`src/pkg/mmd_pkg.sv`:
```
// Overview of operation
// - Indirect upper addresses reach upper RAM bytes.
// - Direct upper addresses reach special function space.
// - Lower RAM same location, direct or indirect.
// - First 32 bytes form four register banks.
// - Next 16 bytes allow byte and bit access.
// - Program memory is 32k main plus 128 extra.
// - Erase by 512-byte sectors, no external voltage.
// - Range 0x7e00 to 0x7fff reserved factory area.
// - Extra 128-byte sector at 0x8000 to 0x807f.
package mmd_pkg;
  localparam int unsigned DATA_AW = 8;
  localparam logic [7:0] UPPER_BASE = 8'h80;
  localparam logic [7:0] BANK_END = 8'h1f;
  localparam logic [7:0] BITB_BASE = 8'h20;
  localparam logic [7:0] BITB_END = 8'h2f;
  localparam int unsigned BANK_SHIFT = 3;
  localparam int unsigned PROG_AW = 16;
  localparam logic [15:0] MAIN_END = 16'h7fff;
  localparam logic [15:0] RSVD_BASE = 16'h7e00;
  localparam logic [15:0] RSVD_END = 16'h7fff;
  localparam logic [15:0] EXTRA_BASE = 16'h8000;
  localparam logic [15:0] EXTRA_END = 16'h807f;
  localparam int unsigned SECTOR_SHIFT = 9;

  // Data space target encoding.
  typedef enum logic [3:0] {
    MMD_T_NONE = 4'h0,
    MMD_T_RAM = 4'h1,
    MMD_T_SFS = 4'h2,
    MMD_T_BIT = 4'h4
  } mmd_tgt_t;

  // Data access request from the core.
  typedef struct packed {
    logic valid;
    logic indirect;
    logic bit_acc;
    logic reg_ref;
    logic [7:0] addr;
    logic [1:0] bank_sel;
  } mmd_dreq_t;

  // Decoded data access.
  typedef struct packed {
    logic valid;
    mmd_tgt_t tgt;
    logic [7:0] ram_addr;
    logic [6:0] sfs_addr;
    logic [2:0] bit_pos;
  } mmd_dres_t;

  // Program space decode.
  typedef struct packed {
    logic valid;
    logic main_hit;
    logic extra_hit;
    logic reserved;
    logic unmapped;
    logic [6:0] sector;
    logic [15:0] addr;
  } mmd_pres_t;
endpackage : mmd_pkg

```
`src/design/mmd_prog_dec.sv`:
```
`timescale 1ns/100ps
// Combinational program-space decoder.
module mmd_prog_dec (
  input wire logic [15:0] addr_i,
  input wire logic user_wr_i,
  output logic main_hit_o,
  output logic extra_hit_o,
  output logic reserved_o,
  output logic unmapped_o,
  output logic [6:0] sector_o
);
  // Reserved area is kept from user writes; reads still see the main array.
  always_comb begin
    main_hit_o = (addr_i <= mmd_pkg::MAIN_END) &&
      !(user_wr_i && addr_i >= mmd_pkg::RSVD_BASE);
    reserved_o = (addr_i >= mmd_pkg::RSVD_BASE) && (addr_i <= mmd_pkg::RSVD_END);
    extra_hit_o = (addr_i >= mmd_pkg::EXTRA_BASE) && (addr_i <= mmd_pkg::EXTRA_END);
    unmapped_o = !(addr_i <= mmd_pkg::MAIN_END) && !extra_hit_o;
    sector_o = addr_i[15:mmd_pkg::SECTOR_SHIFT];
  end
endmodule : mmd_prog_dec

```
`src/design/mmd_decoder.sv`:
```
`timescale 1ns/100ps
// Registered memory map decoder: one cycle from request to result.
module mmd_decoder (
  input wire logic clock_i,
  input wire logic rst_b_i,
  input wire mmd_pkg::mmd_dreq_t dreq_i,
  input wire logic preq_valid_i,
  input wire logic preq_wr_i,
  input wire logic [15:0] preq_addr_i,
  output mmd_pkg::mmd_dres_t dres_o,
  output mmd_pkg::mmd_pres_t pres_o
);
  typedef struct packed {
    logic [1:0] rst_sync;
    mmd_pkg::mmd_dres_t dres;
    mmd_pkg::mmd_pres_t pres;
  } mmd_state_t;

  mmd_state_t state_q;
  mmd_state_t state_d;
  logic rst_n;
  logic main_hit, extra_hit, reserved, unmapped;
  logic [6:0] sector;

  // Reset release passes two flops so all state leaves reset on one edge.
  assign rst_n = state_q.rst_sync[1];

  mmd_prog_dec u_prog (
    .addr_i(preq_addr_i),
    .user_wr_i(preq_wr_i),
    .main_hit_o(main_hit),
    .extra_hit_o(extra_hit),
    .reserved_o(reserved),
    .unmapped_o(unmapped),
    .sector_o(sector)
  );

  // Bit address to byte and bit position, eight bits per byte, LSB first.
  function automatic logic [7:0] bit_byte(input logic [6:0] b);
    bit_byte = mmd_pkg::BITB_BASE + {4'h0, b[6:3]};
  endfunction : bit_byte

  // Decode the data access; upper half splits on addressing mode.
  always_comb begin
    state_d = state_q;
    state_d.rst_sync = {state_q.rst_sync[0], 1'b1};
    state_d.dres = '0;
    state_d.pres = '0;
    state_d.dres.valid = dreq_i.valid;
    if (dreq_i.valid) begin
      if (dreq_i.reg_ref) begin
        // Register reference: bank offset of eight bytes per bank.
        state_d.dres.tgt = mmd_pkg::MMD_T_RAM;
        state_d.dres.ram_addr = {3'h0, dreq_i.bank_sel, dreq_i.addr[2:0]};
      end else if (dreq_i.bit_acc) begin
        if (dreq_i.addr[7]) begin
          state_d.dres.tgt = mmd_pkg::MMD_T_SFS;
          state_d.dres.sfs_addr = {dreq_i.addr[6:3], 3'h0};
        end else begin
          state_d.dres.tgt = mmd_pkg::MMD_T_BIT;
          state_d.dres.ram_addr = bit_byte(dreq_i.addr[6:0]);
        end
        state_d.dres.bit_pos = dreq_i.addr[2:0];
      end else if (dreq_i.addr >= mmd_pkg::UPPER_BASE && !dreq_i.indirect) begin
        state_d.dres.tgt = mmd_pkg::MMD_T_SFS;
        state_d.dres.sfs_addr = dreq_i.addr[6:0];
      end else begin
        state_d.dres.tgt = mmd_pkg::MMD_T_RAM;
        state_d.dres.ram_addr = dreq_i.addr;
      end
    end
    state_d.pres.valid = preq_valid_i;
    if (preq_valid_i) begin
      state_d.pres.main_hit = main_hit;
      state_d.pres.extra_hit = extra_hit;
      state_d.pres.reserved = reserved;
      state_d.pres.unmapped = unmapped;
      state_d.pres.sector = sector;
      state_d.pres.addr = preq_addr_i;
    end
    // Results stay clear until the synchronised reset releases.
    if (!rst_n) begin
      state_d.dres = '0;
      state_d.pres = '0;
    end
  end

  // All state in one register; the asynchronous branch loads constants only.
  always_ff @(posedge clock_i or negedge rst_b_i) begin
    if (!rst_b_i) begin
      state_q <= '0;
    end else begin
      state_q <= state_d;
    end
  end

  assign dres_o = state_q.dres;
  assign pres_o = state_q.pres;

  // While the synchronised reset holds, both results read as all zeros.
  property p_reset_clear;
    @(posedge clock_i)
    !rst_n |-> dres_o == '0 && pres_o == '0;
  endproperty
  a_reset_clear: assert property (p_reset_clear) else $error("result not clear in reset");
  // A data request yields a valid result on the next edge, and silence yields zeros.
  property p_dvalid;
    @(posedge clock_i) disable iff (!rst_n)
    dreq_i.valid |=> dres_o.valid;
  endproperty
  a_dvalid: assert property (p_dvalid) else $error("data result not flagged valid");
  property p_didle;
    @(posedge clock_i) disable iff (!rst_n)
    !dreq_i.valid |=> dres_o == '0;
  endproperty
  a_didle: assert property (p_didle) else $error("idle data result not clear");
  // Direct access to the upper half goes to special function space, same offset.
  property p_upper_direct;
    @(posedge clock_i) disable iff (!rst_n)
    dreq_i.valid && !dreq_i.indirect && !dreq_i.bit_acc && !dreq_i.reg_ref && dreq_i.addr[7]
    |=> dres_o.tgt == mmd_pkg::MMD_T_SFS;
  endproperty
  a_upper_direct: assert property (p_upper_direct) else $error("upper direct missed");
  property p_upper_dir_addr;
    @(posedge clock_i) disable iff (!rst_n)
    dreq_i.valid && !dreq_i.indirect && !dreq_i.bit_acc && !dreq_i.reg_ref && dreq_i.addr[7]
    |=> dres_o.sfs_addr == $past(dreq_i.addr[6:0]);
  endproperty
  a_upper_dir_addr: assert property (p_upper_dir_addr) else $error("offset wrong");
  property p_upper_ind;
    @(posedge clock_i) disable iff (!rst_n)
    dreq_i.valid && dreq_i.indirect && !dreq_i.bit_acc && !dreq_i.reg_ref
    |=> dres_o.tgt == mmd_pkg::MMD_T_RAM && dres_o.ram_addr == $past(dreq_i.addr);
  endproperty
  a_upper_ind: assert property (p_upper_ind) else $error("indirect access not to RAM");
  property p_lower_same;
    @(posedge clock_i) disable iff (!rst_n)
    dreq_i.valid && !dreq_i.bit_acc && !dreq_i.reg_ref && !dreq_i.addr[7]
    |=> dres_o.tgt == mmd_pkg::MMD_T_RAM && dres_o.ram_addr == $past(dreq_i.addr);
  endproperty
  a_lower_same: assert property (p_lower_same) else $error("lower RAM mismatch");
  property p_bank;
    @(posedge clock_i) disable iff (!rst_n)
    dreq_i.valid && dreq_i.reg_ref
    |=> dres_o.ram_addr == 8'(($past(dreq_i.bank_sel) * 8) + $past(dreq_i.addr[2:0]))
      && dres_o.ram_addr <= mmd_pkg::BANK_END;
  endproperty
  a_bank: assert property (p_bank) else $error("bank offset wrong");
  property p_bank_sel;
    @(posedge clock_i) disable iff (!rst_n)
    dreq_i.valid && dreq_i.reg_ref |=> dres_o.ram_addr[4:3] == $past(dreq_i.bank_sel);
  endproperty
  a_bank_sel: assert property (p_bank_sel) else $error("bank selector ignored");
  property p_bitmap;
    @(posedge clock_i) disable iff (!rst_n)
    dreq_i.valid && dreq_i.bit_acc && !dreq_i.reg_ref && !dreq_i.addr[7]
    |=> dres_o.tgt == mmd_pkg::MMD_T_BIT && dres_o.ram_addr >= mmd_pkg::BITB_BASE
      && dres_o.ram_addr <= mmd_pkg::BITB_END && dres_o.bit_pos == $past(dreq_i.addr[2:0]);
  endproperty
  a_bitmap: assert property (p_bitmap) else $error("bit address mapping wrong");
  // Byte index of a bit address counts up from the start of the bit area.
  property p_bit_byte;
    @(posedge clock_i) disable iff (!rst_n)
    dreq_i.valid && dreq_i.bit_acc && !dreq_i.reg_ref && !dreq_i.addr[7]
    |=> dres_o.ram_addr == mmd_pkg::BITB_BASE + 8'($past(dreq_i.addr[6:3]));
  endproperty
  a_bit_byte: assert property (p_bit_byte) else $error("bit byte index wrong");
  // Upper bit addresses land on the eight-aligned special function location.
  property p_bit_sfs;
    @(posedge clock_i) disable iff (!rst_n)
    dreq_i.valid && dreq_i.bit_acc && !dreq_i.reg_ref && dreq_i.addr[7]
    |=> dres_o.tgt == mmd_pkg::MMD_T_SFS && dres_o.sfs_addr == {$past(dreq_i.addr[6:3]), 3'h0}
      && dres_o.bit_pos == $past(dreq_i.addr[2:0]);
  endproperty
  a_bit_sfs: assert property (p_bit_sfs) else $error("upper bit address wrong");
  property p_rsvd;
    @(posedge clock_i) disable iff (!rst_n)
    preq_valid_i && preq_wr_i && preq_addr_i >= 16'h7e00 && preq_addr_i <= 16'h7fff
    |=> pres_o.reserved && !pres_o.main_hit;
  endproperty
  a_rsvd: assert property (p_rsvd) else $error("reserved range writable");
  // Reads of the factory range still reach the main array.
  property p_rsvd_read;
    @(posedge clock_i) disable iff (!rst_n)
    preq_valid_i && !preq_wr_i && preq_addr_i >= mmd_pkg::RSVD_BASE
      && preq_addr_i <= mmd_pkg::RSVD_END |=> pres_o.reserved && pres_o.main_hit;
  endproperty
  a_rsvd_read: assert property (p_rsvd_read) else $error("reserved read wrong");
  property p_extra;
    @(posedge clock_i) disable iff (!rst_n)
    preq_valid_i |=> pres_o.extra_hit == ($past(preq_addr_i) >= 16'h8000
      && $past(preq_addr_i) <= 16'h807f);
  endproperty
  a_extra: assert property (p_extra) else $error("extra sector decode wrong");
  property p_main;
    @(posedge clock_i) disable iff (!rst_n)
    preq_valid_i && !preq_wr_i |=> pres_o.main_hit == !$past(preq_addr_i[15]);
  endproperty
  a_main: assert property (p_main) else $error("main array decode wrong");
  property p_sector;
    @(posedge clock_i) disable iff (!rst_n)
    preq_valid_i |=> pres_o.sector == $past(preq_addr_i[15:9]);
  endproperty
  a_sector: assert property (p_sector) else $error("sector index wrong");
  // Addresses above the extra sector decode to nothing.
  property p_unmapped;
    @(posedge clock_i) disable iff (!rst_n)
    preq_valid_i |=> pres_o.unmapped == ($past(preq_addr_i) > mmd_pkg::EXTRA_END);
  endproperty
  a_unmapped: assert property (p_unmapped) else $error("unmapped decode wrong");
  // A program request is flagged valid and carries its address; silence is zeros.
  property p_pvalid;
    @(posedge clock_i) disable iff (!rst_n)
    preq_valid_i |=> pres_o.valid && pres_o.addr == $past(preq_addr_i);
  endproperty
  a_pvalid: assert property (p_pvalid) else $error("program result not valid");
  property p_pidle;
    @(posedge clock_i) disable iff (!rst_n)
    !preq_valid_i |=> pres_o == '0;
  endproperty
  a_pidle: assert property (p_pidle) else $error("idle program result not clear");
  // Main scenarios: the special function and bit data targets and each special program range.
  c_sfs: cover property (@(posedge clock_i) dres_o.tgt == mmd_pkg::MMD_T_SFS);
  c_bit: cover property (@(posedge clock_i) dres_o.tgt == mmd_pkg::MMD_T_BIT);
  c_rsvd: cover property (@(posedge clock_i) pres_o.reserved);
  c_extra: cover property (@(posedge clock_i) pres_o.extra_hit);
endmodule : mmd_decoder

```
`config.mk`:
```
export PLATFORM = sky130hd
export DESIGN_NAME = mmd_decoder
export DESIGN_NICKNAME = d
export VERILOG_FILES = /design/src/pkg/mmd_pkg.sv /design/src/design/mmd_prog_dec.sv /design/src/design/mmd_decoder.sv
export SDC_FILE = /design/constraint.sdc
export NUM_CORES = 1
export LEC_CHECK = 0
export ABC_AREA = 1
export ABC_CLOCK_PERIOD_IN_PS = 1230
export BUFFER_PORTS_ARGS = -buffer_cell sky130_fd_sc_hd__buf_2
export CELL_PAD_IN_SITES_DETAIL_PLACEMENT = 1
export CELL_PAD_IN_SITES_GLOBAL_PLACEMENT = 1
export CORE_AREA = 2 2 76 78
export CTS_CLUSTER_DIAMETER = 150
export DETAILED_ROUTE_END_ITERATION = 7
export DIE_AREA = 0 0 78 80
export GPL_TIMING_DRIVEN = 0
export PLACE_DENSITY_LB_ADDON = 0.1
export SYNTH_ARGS = -nofsm -noshare
export SYNTH_HDL_FRONTEND = slang
export SYNTH_SLANG_ARGS = --single-unit
```
`constraint.sdc`:
```
create_clock -name clock_i -period 1.23 [get_ports clock_i]
set_input_delay 0.1845 -clock clock_i [delete_from_list [all_inputs] [get_ports clock_i]]
set_output_delay 0.1845 -clock clock_i [all_outputs]
set_load 0.01 [all_outputs]
```
==> metrics.md <==
| Metric | Value |
|---|---|
| Status | `finished, final reports clean` |
| CTS Buf Count | `5` |
| CP Capture Type | `primary output` |
| Maximum VDD drop | `0.497 mV` |
| Layout cells sized above 1 | `43.3%` |
| RD Place Congestion | `0.747` |
| Skew-Pair Late Insertion Delay | `290 ps` |
| ANT cells | `0` |
| Setup crit start kind | `register` |
| DP Area | `2170 µm²` |
| Die Width | `78 µm` |
| Yosys warns | `0` |
| Dpl hpwl | `3010 µm` |
| Met1 Track Usage GR | `14.9%` |
| Total I/O pin count | `85` |
| Violation count after the first detailed-route iteration | `58` |
| Final Hold Viols | `0` |
| Top cell type by total area after synthesis | `dfrtp_1` |
| Fmax | `898 MHz` |
| Busiest grt layer | `met2` |
| # H-tree levels | `2` |
| DR WL/cell | `11.7 µm` |
| Mapped Cells | `161` |
| Die area | `6240 µm²` |
| Routed Antenna Nets | `0` |
| Final Util | `42.4%` |
| CTS max path bufs | `2` |
| RSZ-0062 raised after global routing | `no` |
| Final cycle utilization of the critical path | `90.5%` |
| Worst clock skew | `4.45 ps` |
| Finished Cell Area | `2290 µm²` |
| CP Max Fanout | `2` |
| Row count | `27` |
| Met3 Use GR | `3.39%` |
| M2 GR Usage | `22.7%` |
| Finish-stage setup viols | `0` |
| Area Overhead vs Synth | `37.2%` |
| # resized after CTS | `0` |
| Flop-to-flop setup slack | `140 ps` |
| Die H | `80 µm` |
| Initial antenna violation count | `0` |
| Hold buffers post-CTS | `0` |
| Final-report max-slew violation count | `0` |
| Setup bufs post-CTS | `0` |
| Clk sink count | `45` |
| Largest net degree at the start of global routing | `46` |
| Tightest Pin Transition | `992 ps` |
| CORE AREA | `5410 µm²` |
| WS Path Type | `register to primary output` |
| Slew HR | `33.9%` |
| CP Data Arrival Time | `930 ps` |
| Aggregate global routing overflow | `0` |
| Reg clk slew, reported paths | `80 ps` |
| 1st-pass router iterations | `3` |
| CTS tree | `done` |
| Syn_nets | `195` |
| I/O Buffers | `83` |
| Initial cell density of the core | `30.9%` |
| Sequential share of the synthesized area | `67.5%` |
| Synth unique cells | `21` |
| Routed WL | `3790 µm` |
| Max-cap violations | `0` |
| Vias per inst | `4.12` |
| Total GRT Usage | `12.8%` |
| #FFs+latches synth | `45` |
| Clock root buffer | `clkbuf_8` |
| Drc violations | `0` |
| Top post-synthesis cells by area | `dfrtp_1, inv_1, nor2_1` |
| First-pass GRT wire length | `6200 µm` |
| Area of the mapped netlist | `1670 µm²` |
| Vias in the first global route | `1399` |
| Total Nets Final | `285` |
| Tmin final | `1110 ps` |
| Mapped Avg Cell Area | `10.4 µm²` |
| Worst hold path type | `primary input to async pin` |
| P per Cell Area | `1280 nW/µm²` |
| Leak | `1.43 nW` |
| Area share of the largest cell type after synthesis | `67.5%` |
| TNS Setup | `0 ps` |
| Via count | `1336` |
| WP data required | `1050 ps` |
==> per-stage QoR <==
step           hold slack [ps]  cells  power (mW)  setup slack (ps)
5_1_grt                   56.6    324        3.10              20.6
3_5_place_dp               336    316        1.87               105
3_3_place_gp               334    316        1.86               136
2_1_floorplan             -111    161        1.70               319
4_1_cts                   47.4    324        3.00              95.5
6_report                  57.9    324        2.93               116
==> cells in the mapped netlist (all sizes together) <==
library cell / n
dfrtp: 45
a211oi: 1
nor3b: 1
nor2: 25
a21oi: 4
nor4: 4
o21ai: 6
nor3: 5
o21a: 1
conb: 2
nand2: 19
buf: 10
inv: 34
nand3: 4
==> where the power goes <==
part	switching (mW)	total, mW	internal (mW)
clock network	0.498	1.11	0.608
logic	0.177	0.292	0.116
registers	0.0129	1.54	1.52
total	0.688	2.93	2.25
==> kinds of logic (layout without fill, tap and decap cells) <==
family	Yosys count	in the layout	synth area share, %
other cells	2	2	0.450
compound gates	12	12	4.42
buf+inv	44	135	12.2
simple gates	58	58	15.4
flops	45	45	67.5
==> final timing paths <==
kind	from	endpoint	depth (start not counted)
min in group clock_i	preq_wr_i	pres_o[26]$_DFF_PN0_	2
hold / removal	rst_b_i	pres_o[13]$_DFF_PN0_	1
setup reg to reg	rst_n$_DFF_PN0_	pres_o[7]$_DFF_PN0_	3
hold reg to reg	state_d[52]$_DFF_PN0_	rst_n$_DFF_PN0_	0
setup / recovery	pres_o[11]$_DFF_PN0_	pres_o[18]	2
max in group asynchronous	rst_b_i	dres_o[19]$_DFF_PN0_	1
==> metal layers <==
metal	up-vias	wire, µm
met3	5	293
met4	0	36
li1	647	-
met2	49	1930
met1	635	1540
met5	-	0
==> cells in the final DEF (no fill, tap or decap) <==
master,count
nor4_1,4
dfrtp_1,45
nand2_1,18
a211oi_2,1
buf_2,84
nor2_1,24
a21oi_1,3
nand3_2,1
nor3b_2,1
nor2_2,1
inv_2,2
nor3_1,5
clkinvlp_4,1
inv_1,32
o21ai_0,6
clkinv_4,1
bufinv_16,1
clkbuf_8,5
nand2_2,1
o21a_1,1
buf_4,8
a21oi_2,1
conb_1,2
buf_6,1
nand3_1,3
==> layout make-up <==
cell class	instances	area [µm²]
inverter	34	128
clock buffer	5	68.8
fill	653	3120
tap	72	90.1
clock inverter	3	46.3
sequential	45	1130
timing repair buffer	83	415
buffer	10	76.3
multi-input combinational	72	339
==> critical path, cell delays in order (launching register included) <==
cell and delay (ps):
dfrtp_1 390, buf_4 130, buf_2 130
==> sequential cells by signal, indices dropped and copies added (netlist names) <==
register,cells
dres_o,22
pres_o,21
rst_n,1
state_d,1
Power figures use the tool's default switching activity.
